`config.mk`:
```
export PLATFORM = sky130hd
export DESIGN_NAME = flash_cmd_host
export DESIGN_NICKNAME = d
export VERILOG_FILES = /design/src/pkg/flash_host_pkg.sv /design/src/verilog/flash_cmd_host.sv /design/src/verilog/flash_bus_cycle.sv
export SDC_FILE = /design/constraint.sdc
export NUM_CORES = 1
export LEC_CHECK = 0
export BUFFER_PORTS_ARGS = -buffer_cell sky130_fd_sc_hd__buf_2
export CORE_ASPECT_RATIO = 0.6
export CORE_MARGIN = 10
export CORE_UTILIZATION = 59
export DETAILED_ROUTE_END_ITERATION = 7
export PLACE_DENSITY = 0.95
export SLEW_MARGIN = 20
export SYNTH_ARGS = -nofsm -noshare
export SYNTH_HDL_FRONTEND = slang
export SYNTH_HIERARCHICAL = 1
export SYNTH_SLANG_ARGS = --single-unit
export TNS_END_PERCENT = 50
```
`constraint.sdc`:
```
create_clock -name ref_clk_in -period 5.2 [get_ports ref_clk_in]
set_clock_uncertainty 0.1 [all_clocks]
set_input_delay 0.26 -clock ref_clk_in [delete_from_list [all_inputs] [get_ports ref_clk_in]]
set_output_delay 0.26 -clock ref_clk_in [all_outputs]
set_load 0.02 [all_outputs]
```
`src/pkg/flash_host_pkg.sv`:
```
// Constants, types and command codes for the parallel flash command host.
// Assumes a NOR flash on an asynchronous chip-select/write/output-enable bus.
// Operation
// - Autoselect entry is the three writes AAh at 555h, 55h at 2AAh and 90h at 555h.
// - One write of F0h anywhere in the device leaves autoselect for array reads.
// - Every write cycle holds chip select and write strobe low and output enable high.
// - A program is AAh at 555h, 55h at 2AAh, A0h at 555h, then data at the target.
// - A hardware reset aborts a program, which must be reissued from read mode.
// - Program progress is read from data-bus status bits until completion.
package flash_host_pkg;
    localparam int ADDR_W = 24;
    localparam int DATA_W = 16;
    localparam logic [ADDR_W-1:0] WORD_UNLOCK1 = 24'h000555;
    localparam logic [ADDR_W-1:0] WORD_UNLOCK2 = 24'h0002aa;
    localparam logic [ADDR_W-1:0] BYTE_UNLOCK1 = 24'h000aaa;
    localparam logic [ADDR_W-1:0] BYTE_UNLOCK2 = 24'h000555;
    localparam logic [DATA_W-1:0] CMD_UNLOCK1 = 16'h00aa;
    localparam logic [DATA_W-1:0] CMD_UNLOCK2 = 16'h0055;
    localparam logic [DATA_W-1:0] CMD_AUTOSEL = 16'h0090;
    localparam logic [DATA_W-1:0] CMD_EXIT = 16'h00f0;
    localparam logic [DATA_W-1:0] CMD_PROGRAM = 16'h00a0;
    localparam logic [7:0] BYTE_MASK = 8'hff;
    localparam int TOGGLE_BIT = 6;
    // Bus phase timing in 100 ns clock cycles.
    localparam int CLK_NS = 100;
    localparam int SETUP_NS = 100;
    localparam int PULSE_NS = 100;
    localparam int HOLD_NS = 100;
    localparam int READ_NS = 200;
    localparam logic [3:0] SETUP_CYC = 4'((SETUP_NS + CLK_NS - 1) / CLK_NS);
    localparam logic [3:0] PULSE_CYC = 4'((PULSE_NS + CLK_NS - 1) / CLK_NS);
    localparam logic [3:0] HOLD_CYC = 4'((HOLD_NS + CLK_NS - 1) / CLK_NS);
    localparam logic [3:0] READ_CYC = 4'((READ_NS + CLK_NS - 1) / CLK_NS);

    typedef enum logic [1:0] {
        OP_READ = 2'h0,
        OP_AUTOSEL = 2'h1,
        OP_EXIT = 2'h2,
        OP_PROGRAM = 2'h3
    } op_t;

    typedef struct packed {
        op_t op;
        logic byte_mode;
        logic [ADDR_W-1:0] addr;
        logic [DATA_W-1:0] data;
    } req_t;

    typedef struct packed {
        logic ce_n;
        logic oe_n;
        logic we_n;
        logic [ADDR_W-1:0] addr;
        logic [DATA_W-1:0] dq;
        logic dq_oe;
    } pins_t;

    typedef struct packed {
        logic is_read;
        logic [ADDR_W-1:0] addr;
        logic [DATA_W-1:0] data;
    } cycle_t;
endpackage

```
`src/verilog/flash_cmd_host.sv`:
```
// Flash command host: issues autoselect entry, exit, array/id reads and word/byte program,
// then polls the toggle status bit until the program completes.
// Assumes a single-request user port held until req_ready_out and done pulses.
`timescale 1ns/1ps
module flash_cmd_host
(
    input wire logic ref_clk_in,
    input wire logic sys_rst_in,
    input wire logic req_valid_in,
    input flash_host_pkg::req_t req_in,
    input wire logic [flash_host_pkg::DATA_W-1:0] dq_in,
    output logic req_ready_out,
    output logic done_out,
    output logic [flash_host_pkg::DATA_W-1:0] rdata_out,
    output logic in_autosel_out,
    output logic busy_out,
    output flash_host_pkg::pins_t pins_out
);
    import flash_host_pkg::*;

    typedef enum logic [4:0] {
        H_IDLE = 5'b00001,
        H_ISSUE = 5'b00010,
        H_WAIT = 5'b00100,
        H_POLL = 5'b01000,
        H_DONE = 5'b10000
    } hstate_t;

    hstate_t state_q, state_d;
    req_t req_q, req_d;
    logic [2:0] step_q, step_d;
    logic auto_q, auto_d;
    logic [DATA_W-1:0] prev_q, prev_d;
    logic first_q, first_d;
    logic ready_q, ready_d;
    logic done_q, done_d;
    logic [DATA_W-1:0] rdata_q, rdata_d;
    logic start;
    cycle_t cyc;
    logic cyc_done;
    logic [DATA_W-1:0] cyc_rdata;

    // Cycle number n of the chosen sequence; the last step is marked by seq_last.
    function automatic cycle_t seq_cycle(input req_t r, input logic [2:0] n);
        cycle_t c;
        logic [ADDR_W-1:0] a1;
        logic [ADDR_W-1:0] a2;
        a1 = r.byte_mode ? BYTE_UNLOCK1 : WORD_UNLOCK1;
        a2 = r.byte_mode ? BYTE_UNLOCK2 : WORD_UNLOCK2;
        c = '{is_read: 1'b0, addr: a1, data: CMD_UNLOCK1};
        case (n)
            3'h1: c = '{is_read: 1'b0, addr: a2, data: CMD_UNLOCK2};
            3'h2: c = '{is_read: 1'b0, addr: a1,
                        data: (r.op == OP_PROGRAM) ? CMD_PROGRAM : CMD_AUTOSEL};
            3'h3: c = '{is_read: 1'b0, addr: r.addr,
                        data: r.byte_mode ? {8'h00, r.data[7:0] & BYTE_MASK} : r.data};
            default: c = c;
        endcase
        if (r.op == OP_EXIT)
        begin
            c = '{is_read: 1'b0, addr: r.addr, data: CMD_EXIT};
        end
        if (r.op == OP_READ)
        begin
            c = '{is_read: 1'b1, addr: r.addr, data: '0};
        end
        return c;
    endfunction

    // Number of bus cycles minus one for each operation.
    function automatic logic [2:0] seq_last(input op_t op);
        case (op)
            OP_AUTOSEL: seq_last = 3'h2;
            OP_PROGRAM: seq_last = 3'h3;
            default: seq_last = 3'h0;
        endcase
    endfunction

    // Sequencer. A program leaves the host waiting on the toggle bit, so no other command
    // is ever sent while the device is busy; the device would ignore it anyway.
    always_comb
    begin
        state_d = state_q;
        req_d = req_q;
        step_d = step_q;
        auto_d = auto_q;
        prev_d = prev_q;
        first_d = first_q;
        ready_d = 1'b0;
        done_d = 1'b0;
        rdata_d = rdata_q;
        start = 1'b0;
        cyc = seq_cycle(req_q, step_q);
        case (state_q)
            H_IDLE:
            begin
                ready_d = 1'b1;
                if (req_valid_in && ready_q)
                begin
                    req_d = req_in;
                    step_d = 3'h0;
                    ready_d = 1'b0;
                    state_d = H_ISSUE;
                end
            end
            H_ISSUE:
            begin
                start = 1'b1;
                state_d = H_WAIT;
            end
            H_WAIT:
            begin
                if (cyc_done)
                begin
                    if (step_q != seq_last(req_q.op))
                    begin
                        step_d = step_q + 3'h1;
                        state_d = H_ISSUE;
                    end
                    else if (req_q.op == OP_PROGRAM)
                    begin
                        auto_d = 1'b0;
                        first_d = 1'b1;
                        req_d.op = OP_READ;
                        state_d = H_POLL;
                    end
                    else
                    begin
                        if (req_q.op == OP_AUTOSEL)
                        begin
                            auto_d = 1'b1;
                        end
                        if (req_q.op == OP_EXIT)
                        begin
                            auto_d = 1'b0;
                        end
                        rdata_d = cyc_rdata;
                        state_d = H_DONE;
                    end
                end
            end
            H_POLL:
            begin
                // Each status read reissues a read cycle at the target address.
                if (first_q)
                begin
                    start = 1'b1;
                    state_d = H_WAIT;
                    prev_d = '0;
                end
                else
                begin
                    state_d = H_DONE;
                end
            end
            H_DONE:
            begin
                done_d = 1'b1;
                state_d = H_IDLE;
            end
            default:
            begin
                state_d = H_IDLE;
            end
        endcase
        // Toggle polling: two reads in a row with the same toggle bit mean the program has finished.
        if (state_q == H_WAIT && cyc_done && req_q.op == OP_READ && busy_out)
        begin
            if (!first_q && prev_q[TOGGLE_BIT] == cyc_rdata[TOGGLE_BIT])
            begin
                rdata_d = cyc_rdata;
                state_d = H_DONE;
            end
            else
            begin
                // The first status read only seeds the history, so it can never end the poll.
                prev_d = cyc_rdata;
                first_d = 1'b0;
                state_d = H_ISSUE;
            end
        end
    end

    logic busy_q, busy_d;

    // Busy covers the whole status poll of a program.
    always_comb
    begin
        busy_d = busy_q;
        if (state_q == H_WAIT && cyc_done && req_q.op == OP_PROGRAM && step_q == 3'h3)
        begin
            busy_d = 1'b1;
        end
        if (state_q == H_DONE)
        begin
            busy_d = 1'b0;
        end
    end

    // Registers only; a reset here drops any poll so the program must be resent.
    always_ff @(posedge ref_clk_in)
    begin
        if (sys_rst_in)
        begin
            state_q <= H_IDLE;
            req_q <= '0;
            step_q <= 3'h0;
            auto_q <= 1'b0;
            prev_q <= '0;
            first_q <= 1'b0;
            ready_q <= 1'b0;
            done_q <= 1'b0;
            rdata_q <= '0;
            busy_q <= 1'b0;
        end
        else
        begin
            state_q <= state_d;
            req_q <= req_d;
            step_q <= step_d;
            auto_q <= auto_d;
            prev_q <= prev_d;
            first_q <= first_d;
            ready_q <= ready_d;
            done_q <= done_d;
            rdata_q <= rdata_d;
            busy_q <= busy_d;
        end
    end

    flash_bus_cycle flash_bus_cycle_i
    (
        .ref_clk_in(ref_clk_in),
        .sys_rst_in(sys_rst_in),
        .start_in(start),
        .cyc_in(cyc),
        .dq_in(dq_in),
        .pins_out(pins_out),
        .done_out(cyc_done),
        .rdata_out(cyc_rdata)
    );

    assign req_ready_out = ready_q;
    assign done_out = done_q;
    assign rdata_out = rdata_q;
    assign in_autosel_out = auto_q;
    assign busy_out = busy_q;
endmodule

```
`src/verilog/flash_bus_cycle.sv`:
```
// Single asynchronous flash bus cycle engine: one write or one read.
// Assumes pins are sampled synchronously to ref_clk_in.
`timescale 1ns/1ps
module flash_bus_cycle
(
    input wire logic ref_clk_in,
    input wire logic sys_rst_in,
    input wire logic start_in,
    input flash_host_pkg::cycle_t cyc_in,
    input wire logic [flash_host_pkg::DATA_W-1:0] dq_in,
    output flash_host_pkg::pins_t pins_out,
    output logic done_out,
    output logic [flash_host_pkg::DATA_W-1:0] rdata_out
);
    import flash_host_pkg::*;

    typedef enum logic [3:0] {
        C_IDLE = 4'b0001,
        C_SETUP = 4'b0010,
        C_PULSE = 4'b0100,
        C_HOLD = 4'b1000
    } cstate_t;

    cstate_t state_q, state_d;
    logic [3:0] cnt_q, cnt_d;
    cycle_t cyc_q, cyc_d;
    pins_t pins_q, pins_d;
    logic done_q, done_d;
    logic [DATA_W-1:0] rdata_q, rdata_d;

    // Chip select falls with address and data set up; the strobe pulses inside it, so
    // the strobe falls last and rises first and the device latches on the strobe edges.
    always_comb
    begin
        state_d = state_q;
        cnt_d = cnt_q;
        cyc_d = cyc_q;
        pins_d = pins_q;
        done_d = 1'b0;
        rdata_d = rdata_q;
        case (state_q)
            C_IDLE:
            begin
                if (start_in)
                begin
                    cyc_d = cyc_in;
                    pins_d.addr = cyc_in.addr;
                    pins_d.dq = cyc_in.data;
                    pins_d.dq_oe = ~cyc_in.is_read;
                    pins_d.ce_n = 1'b0;
                    pins_d.oe_n = 1'b1;
                    cnt_d = SETUP_CYC;
                    state_d = C_SETUP;
                end
            end
            C_SETUP:
            begin
                cnt_d = cnt_q - 4'h1;
                if (cnt_q == 4'h1)
                begin
                    if (cyc_q.is_read)
                    begin
                        pins_d.oe_n = 1'b0;
                        cnt_d = READ_CYC;
                    end
                    else
                    begin
                        pins_d.we_n = 1'b0;
                        cnt_d = PULSE_CYC;
                    end
                    state_d = C_PULSE;
                end
            end
            C_PULSE:
            begin
                cnt_d = cnt_q - 4'h1;
                if (cnt_q == 4'h1)
                begin
                    if (cyc_q.is_read)
                    begin
                        rdata_d = dq_in;
                    end
                    pins_d.we_n = 1'b1;
                    pins_d.oe_n = 1'b1;
                    cnt_d = HOLD_CYC;
                    state_d = C_HOLD;
                end
            end
            C_HOLD:
            begin
                cnt_d = cnt_q - 4'h1;
                if (cnt_q == 4'h1)
                begin
                    pins_d.ce_n = 1'b1;
                    pins_d.dq_oe = 1'b0;
                    done_d = 1'b1;
                    state_d = C_IDLE;
                end
            end
            default:
            begin
                state_d = C_IDLE;
            end
        endcase
    end

    // Registers only; synchronous reset parks the bus idle with all strobes high.
    always_ff @(posedge ref_clk_in)
    begin
        if (sys_rst_in)
        begin
            state_q <= C_IDLE;
            cnt_q <= 4'h0;
            cyc_q <= '0;
            pins_q <= '{ce_n: 1'b1, oe_n: 1'b1, we_n: 1'b1, addr: '0, dq: '0, dq_oe: 1'b0};
            done_q <= 1'b0;
            rdata_q <= '0;
        end
        else
        begin
            state_q <= state_d;
            cnt_q <= cnt_d;
            cyc_q <= cyc_d;
            pins_q <= pins_d;
            done_q <= done_d;
            rdata_q <= rdata_d;
        end
    end

    assign pins_out = pins_q;
    assign done_out = done_q;
    assign rdata_out = rdata_q;
endmodule

```
Yosys cells after proc, flatten, opt, wreduce, memory -nomap -nowiden
Index checks and enable logic that the tools add are counted.

$add $sub $neg: 2. Equal/unequal tests: 31. Muxes and demuxes: 73. Bitwise gates (word level): 4. Reductions and logical operators: 30.

Operator list (number): 2-to-1 mux 16 bit (11); case mux 40 bit (3 select lines) (1); 2-to-1 mux 41 bit (2); 2-to-1 mux 43 bit (1); 2-to-1 mux 5 bit (7); case mux 4 bit (4 select lines) (2); 2-to-1 mux 4 bit (7); case mux 5 bit (4 select lines) (1); 2-to-1 mux 1 bit (18); AND reduction 4 bit (4); 2-to-1 mux 3 bit (5); 2-to-1 mux 2 bit (7); 2-to-1 mux 12 bit (1); inequality test 2 x 1 -> 1 bit (second input constant) (6); 2-to-1 mux 11 bit (1); inequality test 2 bit (second input constant) (5); AND reduction 5 bit (2); equality test 4 x 1 -> 1 bit (second input constant) (2); case mux 1 bit (2 select lines) (4); case mux 2 bit (2 select lines) (2); AND reduction 2 bit (4); logical AND 1 bit (7); equality test 3 x 2 -> 1 bit (second input constant) (2); 2-to-1 mux 6 bit (1); other kinds (27) (37).

Flip-flop bits (word level): 158. Bits of input ports: 62. Output and inout port bits: 64.

Depth between registers and ports, before layout
Word-level depth: 10. Depth in mapped cells: 9. Mapped depth without buffers: 8.

Cells and area by module
The synthesis kept the hierarchy.

Modules (own cells, without submodules): flash_cmd_host (instances 1, cells an instance 432, area an instance 3403.3 sq um, seq. area each 1461.4 sq um); flash_bus_cycle (instances 1, cells an instance 346, area an instance 2891.5 sq um, seq. area each 1401.3 sq um).

Least setup slack after synthesis
OpenSTA, ideal clock, no wires.

Kind: reg-to-reg. From: reg, netlist name state_q[3]. To: reg flash_bus_cycle_i.pins_q, in the netlist flash_bus_cycle_i/pins_out[37]. Arrival time: 2.053 ns. Data required time: 4.965 ns. Path slack: 2.912 ns. Stages on the path, launching flop included: 10. Clock period less this slack: 2.288 ns. Cell sequence: dfxtp_1 and3b_1 a21oi_1 nor4_1 nand3b_4 or3_1 buf_2 buf_2 nand2_1 a21oi_1.

RTL lines: to (signal assigned) (line flash_bus_cycle.sv:115) `pins_q <= '{ce_n: 1'b1, oe_n: 1'b1, we_n: 1'b1, addr: '0, dq: '0, dq_oe: 1'b0};`; to (signal assigned) (line flash_bus_cycle.sv:124) `pins_q <= pins_d;`; to (decl) (line flash_bus_cycle.sv:27) `pins_t pins_q, pins_d;`.

==> impl_metrics.py <==
metrics = {
    "global_route": {
        "antenna_found_initial": 1,
        "grt_usage": 0.239,
        "grt_pass1_wl_um": 30600,
        "grt_start_max_net_pins": 65,
        "grt_pass1_vias": 6011,
        "grt_overflow": 0,
    },
    "finish": {
        "nets": 992,
        "area_growth_pct": 27.3,
        "fin_cells": 1077,
        "finalInstanceArea_sq_mm": 0.00801,
        "drive_gt1_frac": 0.212,
        "final_common_cell": "nand2_1",
        "finish.utilization": 0.764,
        "mostFrequentLayoutCells": "nand2_1, dfxtp_1, buf_2",
        "final.fill_count": 686,
    },
    "synthesis": {
        "synth_edf_count": 0,
        "synth_top_area_frac": 0.455,
        "ys_async_sr_fraction": 0,
        "syn_inst": 778,
        "avgSynthCellArea_sq_um": 8.09,
        "syn_area_sq_mm": 0.00629,
        "yosys_warnings": 6,
        "synth.top_cells.by_area": "dfxtp_1, nand2_1, a21oi_1",
        "synth_compound_area_frac": 0.183,
        "synthAdderAreaFrac": 0.0119,
        "synth-seq-cells": 143,
        "synth_top_family_by_area": "simple AND/OR/NAND/NOR gates",
        "synth-simple-area-share": 0.266,
        "synth_ff_type": "dfxtp_1",
        "netlist-cell-type-count": 72,
        "seq_area_frac_synth": 0.455,
        "synth_mux_area_frac": 0.0254,
        "syn_nets": 846,
        "synth_area_leader_cell": "dfxtp_1",
        "synth_xor_area_frac": 0.00557,
    },
    "power": {
        "power_mw": 2.58,
        "p_leak_nw": 3.16,
        "power.density_mw_per_mm2": 322,
        "peakVddDrop_mv": 0.238,
    },
    "floorplan": {
        "io_pins": 126,
        "core_sq_mm": 0.0105,
        "initial_core_util": 0.600,
        "fp.dieH_um": 100,
        "die_w_um": 153,
        "num_rows": 29,
        "die_area_sq_mm": 0.0153,
    },
    "timing": {
        "max_freq_mhz": 362,
        "finalSetupViolCount": 0,
        "finalSetupTns_ns": 0,
        "fin_crit_sh": 0.532,
        "setup_slack_ns": 2.44,
        "min_period_ns": 2.76,
        "hold_viol": 0,
        "slew_headroom": 0.332,
        "rsz0062_at_grt": "false",
        "worst_pin_slew_ns": 0.993,
        "hold_ws_ns": 0.0152,
        "finalMaxSlewViolations": 0,
    },
    "clock_tree": {
        "clock_sinks": 143,
        "cts_buffer_depth": 2,
        "cts_buffers": 17,
        "post_cts_buffers": 0,
        "path_clk_slew_ns": 0.07,
        "htree_levels": 4,
        "clkLatencyLatePin_ns": 0.42,
        "cts_tree": "yes",
        "root_buffer": "clkbuf_16",
        "cts_resized": 0,
    },
    "routing": {
        "wl_um": 18900,
        "ant_nets": 0,
        "drt-pass1-iter-count": 5,
        "dr_total_vias": 6211,
        "vias_per_cell": 5.77,
        "initialDrtViolationCount": 652,
        "wire_per_inst_um": 17.6,
        "drc_errors": 0,
    },
    "worst_setup_path": {
        "path_cells": "ha_1 > nor2b_1 > nor2_1 > nor3b_1 > a21o_1 > nand2_1 > a21oi_1",
        "cp_max_fo": 10,
        "cpMaxStageDelayCell": "nor3b_1",
        "crit_arrival_ns": 3.02,
        "endpoint_kind": "flip-flop",
        "crit_type": "flip-flop to flip-flop",
        "r2r_start": "step_q[0]",
        "required_ns": 5.45,
        "worst_path_dominant_cell_family": "simple AND/OR/NAND/NOR gates",
        "worstSetupStartpointType": "flip-flop",
        "slowest_delay_ns": 0.82,
        "worst-path-buf-inv": 0,
        "worstSetupStartpoint": "step_q[0]",
    },
    "place": {
        "place_hpwl_um": 11200,
        "dpl_cell_area_sq_mm": 0.00686,
        "dpl_worst_slack_ns": 2.39,
        "globalplace.congestion": 0.910,
        "dp.cells": 992,
        "port_buffers": 125,
    },
    "status": {
        "outcome": "finished clean",
    },
    "worst_hold_path": {
        "hold_path_startpoint": "req_in[14]",
        "hold_class": "primary input to flip-flop",
    },
    "job": {
        "cap_violations": 0,
    },
}
worst reg2reg max path, cell delays in order (launching register included):
cell and delay [ns]:
dfxtp_1 0.54, ha_1 0.28, nor2b_1 0.47, nor2_1 0.09
nor3b_1 0.82, a21o_1 0.21, nand2_1 0.07, a21oi_1 0.12
where the power goes:
part / switching (mW) / internal (mW) / leakage [nW]
logic: 0.0957 / 0.0753 / 1.71
clock network: 0.501 / 0.775 / 0.294
registers: 0.0193 / 1.12 / 1.16
total: 0.616 / 1.97 / 3.16
layout make-up:
type	count	area [sq um]	share of cell area
sequential	143	2860	0.357
multi-input combinational	565	3110	0.388
timing repair buffer	183	1190	0.149
clock buffer	18	439	0.0548
clock inverter	14	179	0.0223
inverter	14	52.6	0.00656
antenna	1	2.50	0.000312
tap	139	174	0.0217
metal layers:
layer,GRT usage,part of all wire,wire length [um],vias to the layer above
met5,0,0,0,-
met2,0.384,0.46,8720,351
met1,0.301,0.42,7960,2879
met4,0.0969,0.026,497,0
li1,-,-,-,2927
met3,0.0653,0.091,1720,54
sequential cells by signal (all words and copies together), names as in the netlist:
register,cells
state_q,5
prev_q,1
first_q,1
flash_bus_cycle_i/rdata_out,16
req_q,43
flash_bus_cycle_i/cnt_q,4
in_autosel_out,1
flash_bus_cycle_i/cyc_q,1
step_q,3
req_ready_out,1
rdata_out,16
busy_out,1
flash_bus_cycle_i/done_out,1
done_out,1
flash_bus_cycle_i/pins_out,44
flash_bus_cycle_i/state_q,4
cells in the mapped netlist, types with 3 or more instances:
cell and n:
nor3_1 9, inv_1 13, a311oi_1 4, o21ai_1 3, mux2i_1 16, a21oi_1 101, dfxtp_1 143, clkbuf_1 33
ha_1 6, buf_2 18, nor4_1 4, nor2_1 15, o21a_1 4, a211oi_1 5, and4_1 3, and2_1 20
xor2_1 3, a21oi_2 10, nand2_2 10, nand4_1 4, nand2_1 242, nand3_1 9, and3_1 5, a21boi_0 3
a31oi_1 5, nand2b_1 7, a21o_1 13, o21ai_0 9, nor3b_1 4
cell families after synthesis:
kind of cell / after synthesis
compound gates: 183
xor+xnor: 4
fa+ha+maj: 6
buf+inv: 70
flops: 143
mux: 16
simple gates: 356
final timing paths:
path                               endpoint  slack (ns)  depth (start not counted)
min reg2reg                       req_q[28]        0.35                          2
max          flash_bus_cycle_i/pins_out[27]        2.44                          7
max reg2reg  flash_bus_cycle_i/pins_out[27]        2.44                          7
min                               req_q[14]        0.02                          3
what timing repair did:
| action | CTS | global route |
|---|---|---|
| hold endpoints to repair | 52 | 0 |
| hold buffers | 52 | 0 |
| endpoints found under the setup margin | 0 | 0 |
Note: power is estimated with default switching activity, not from simulation.
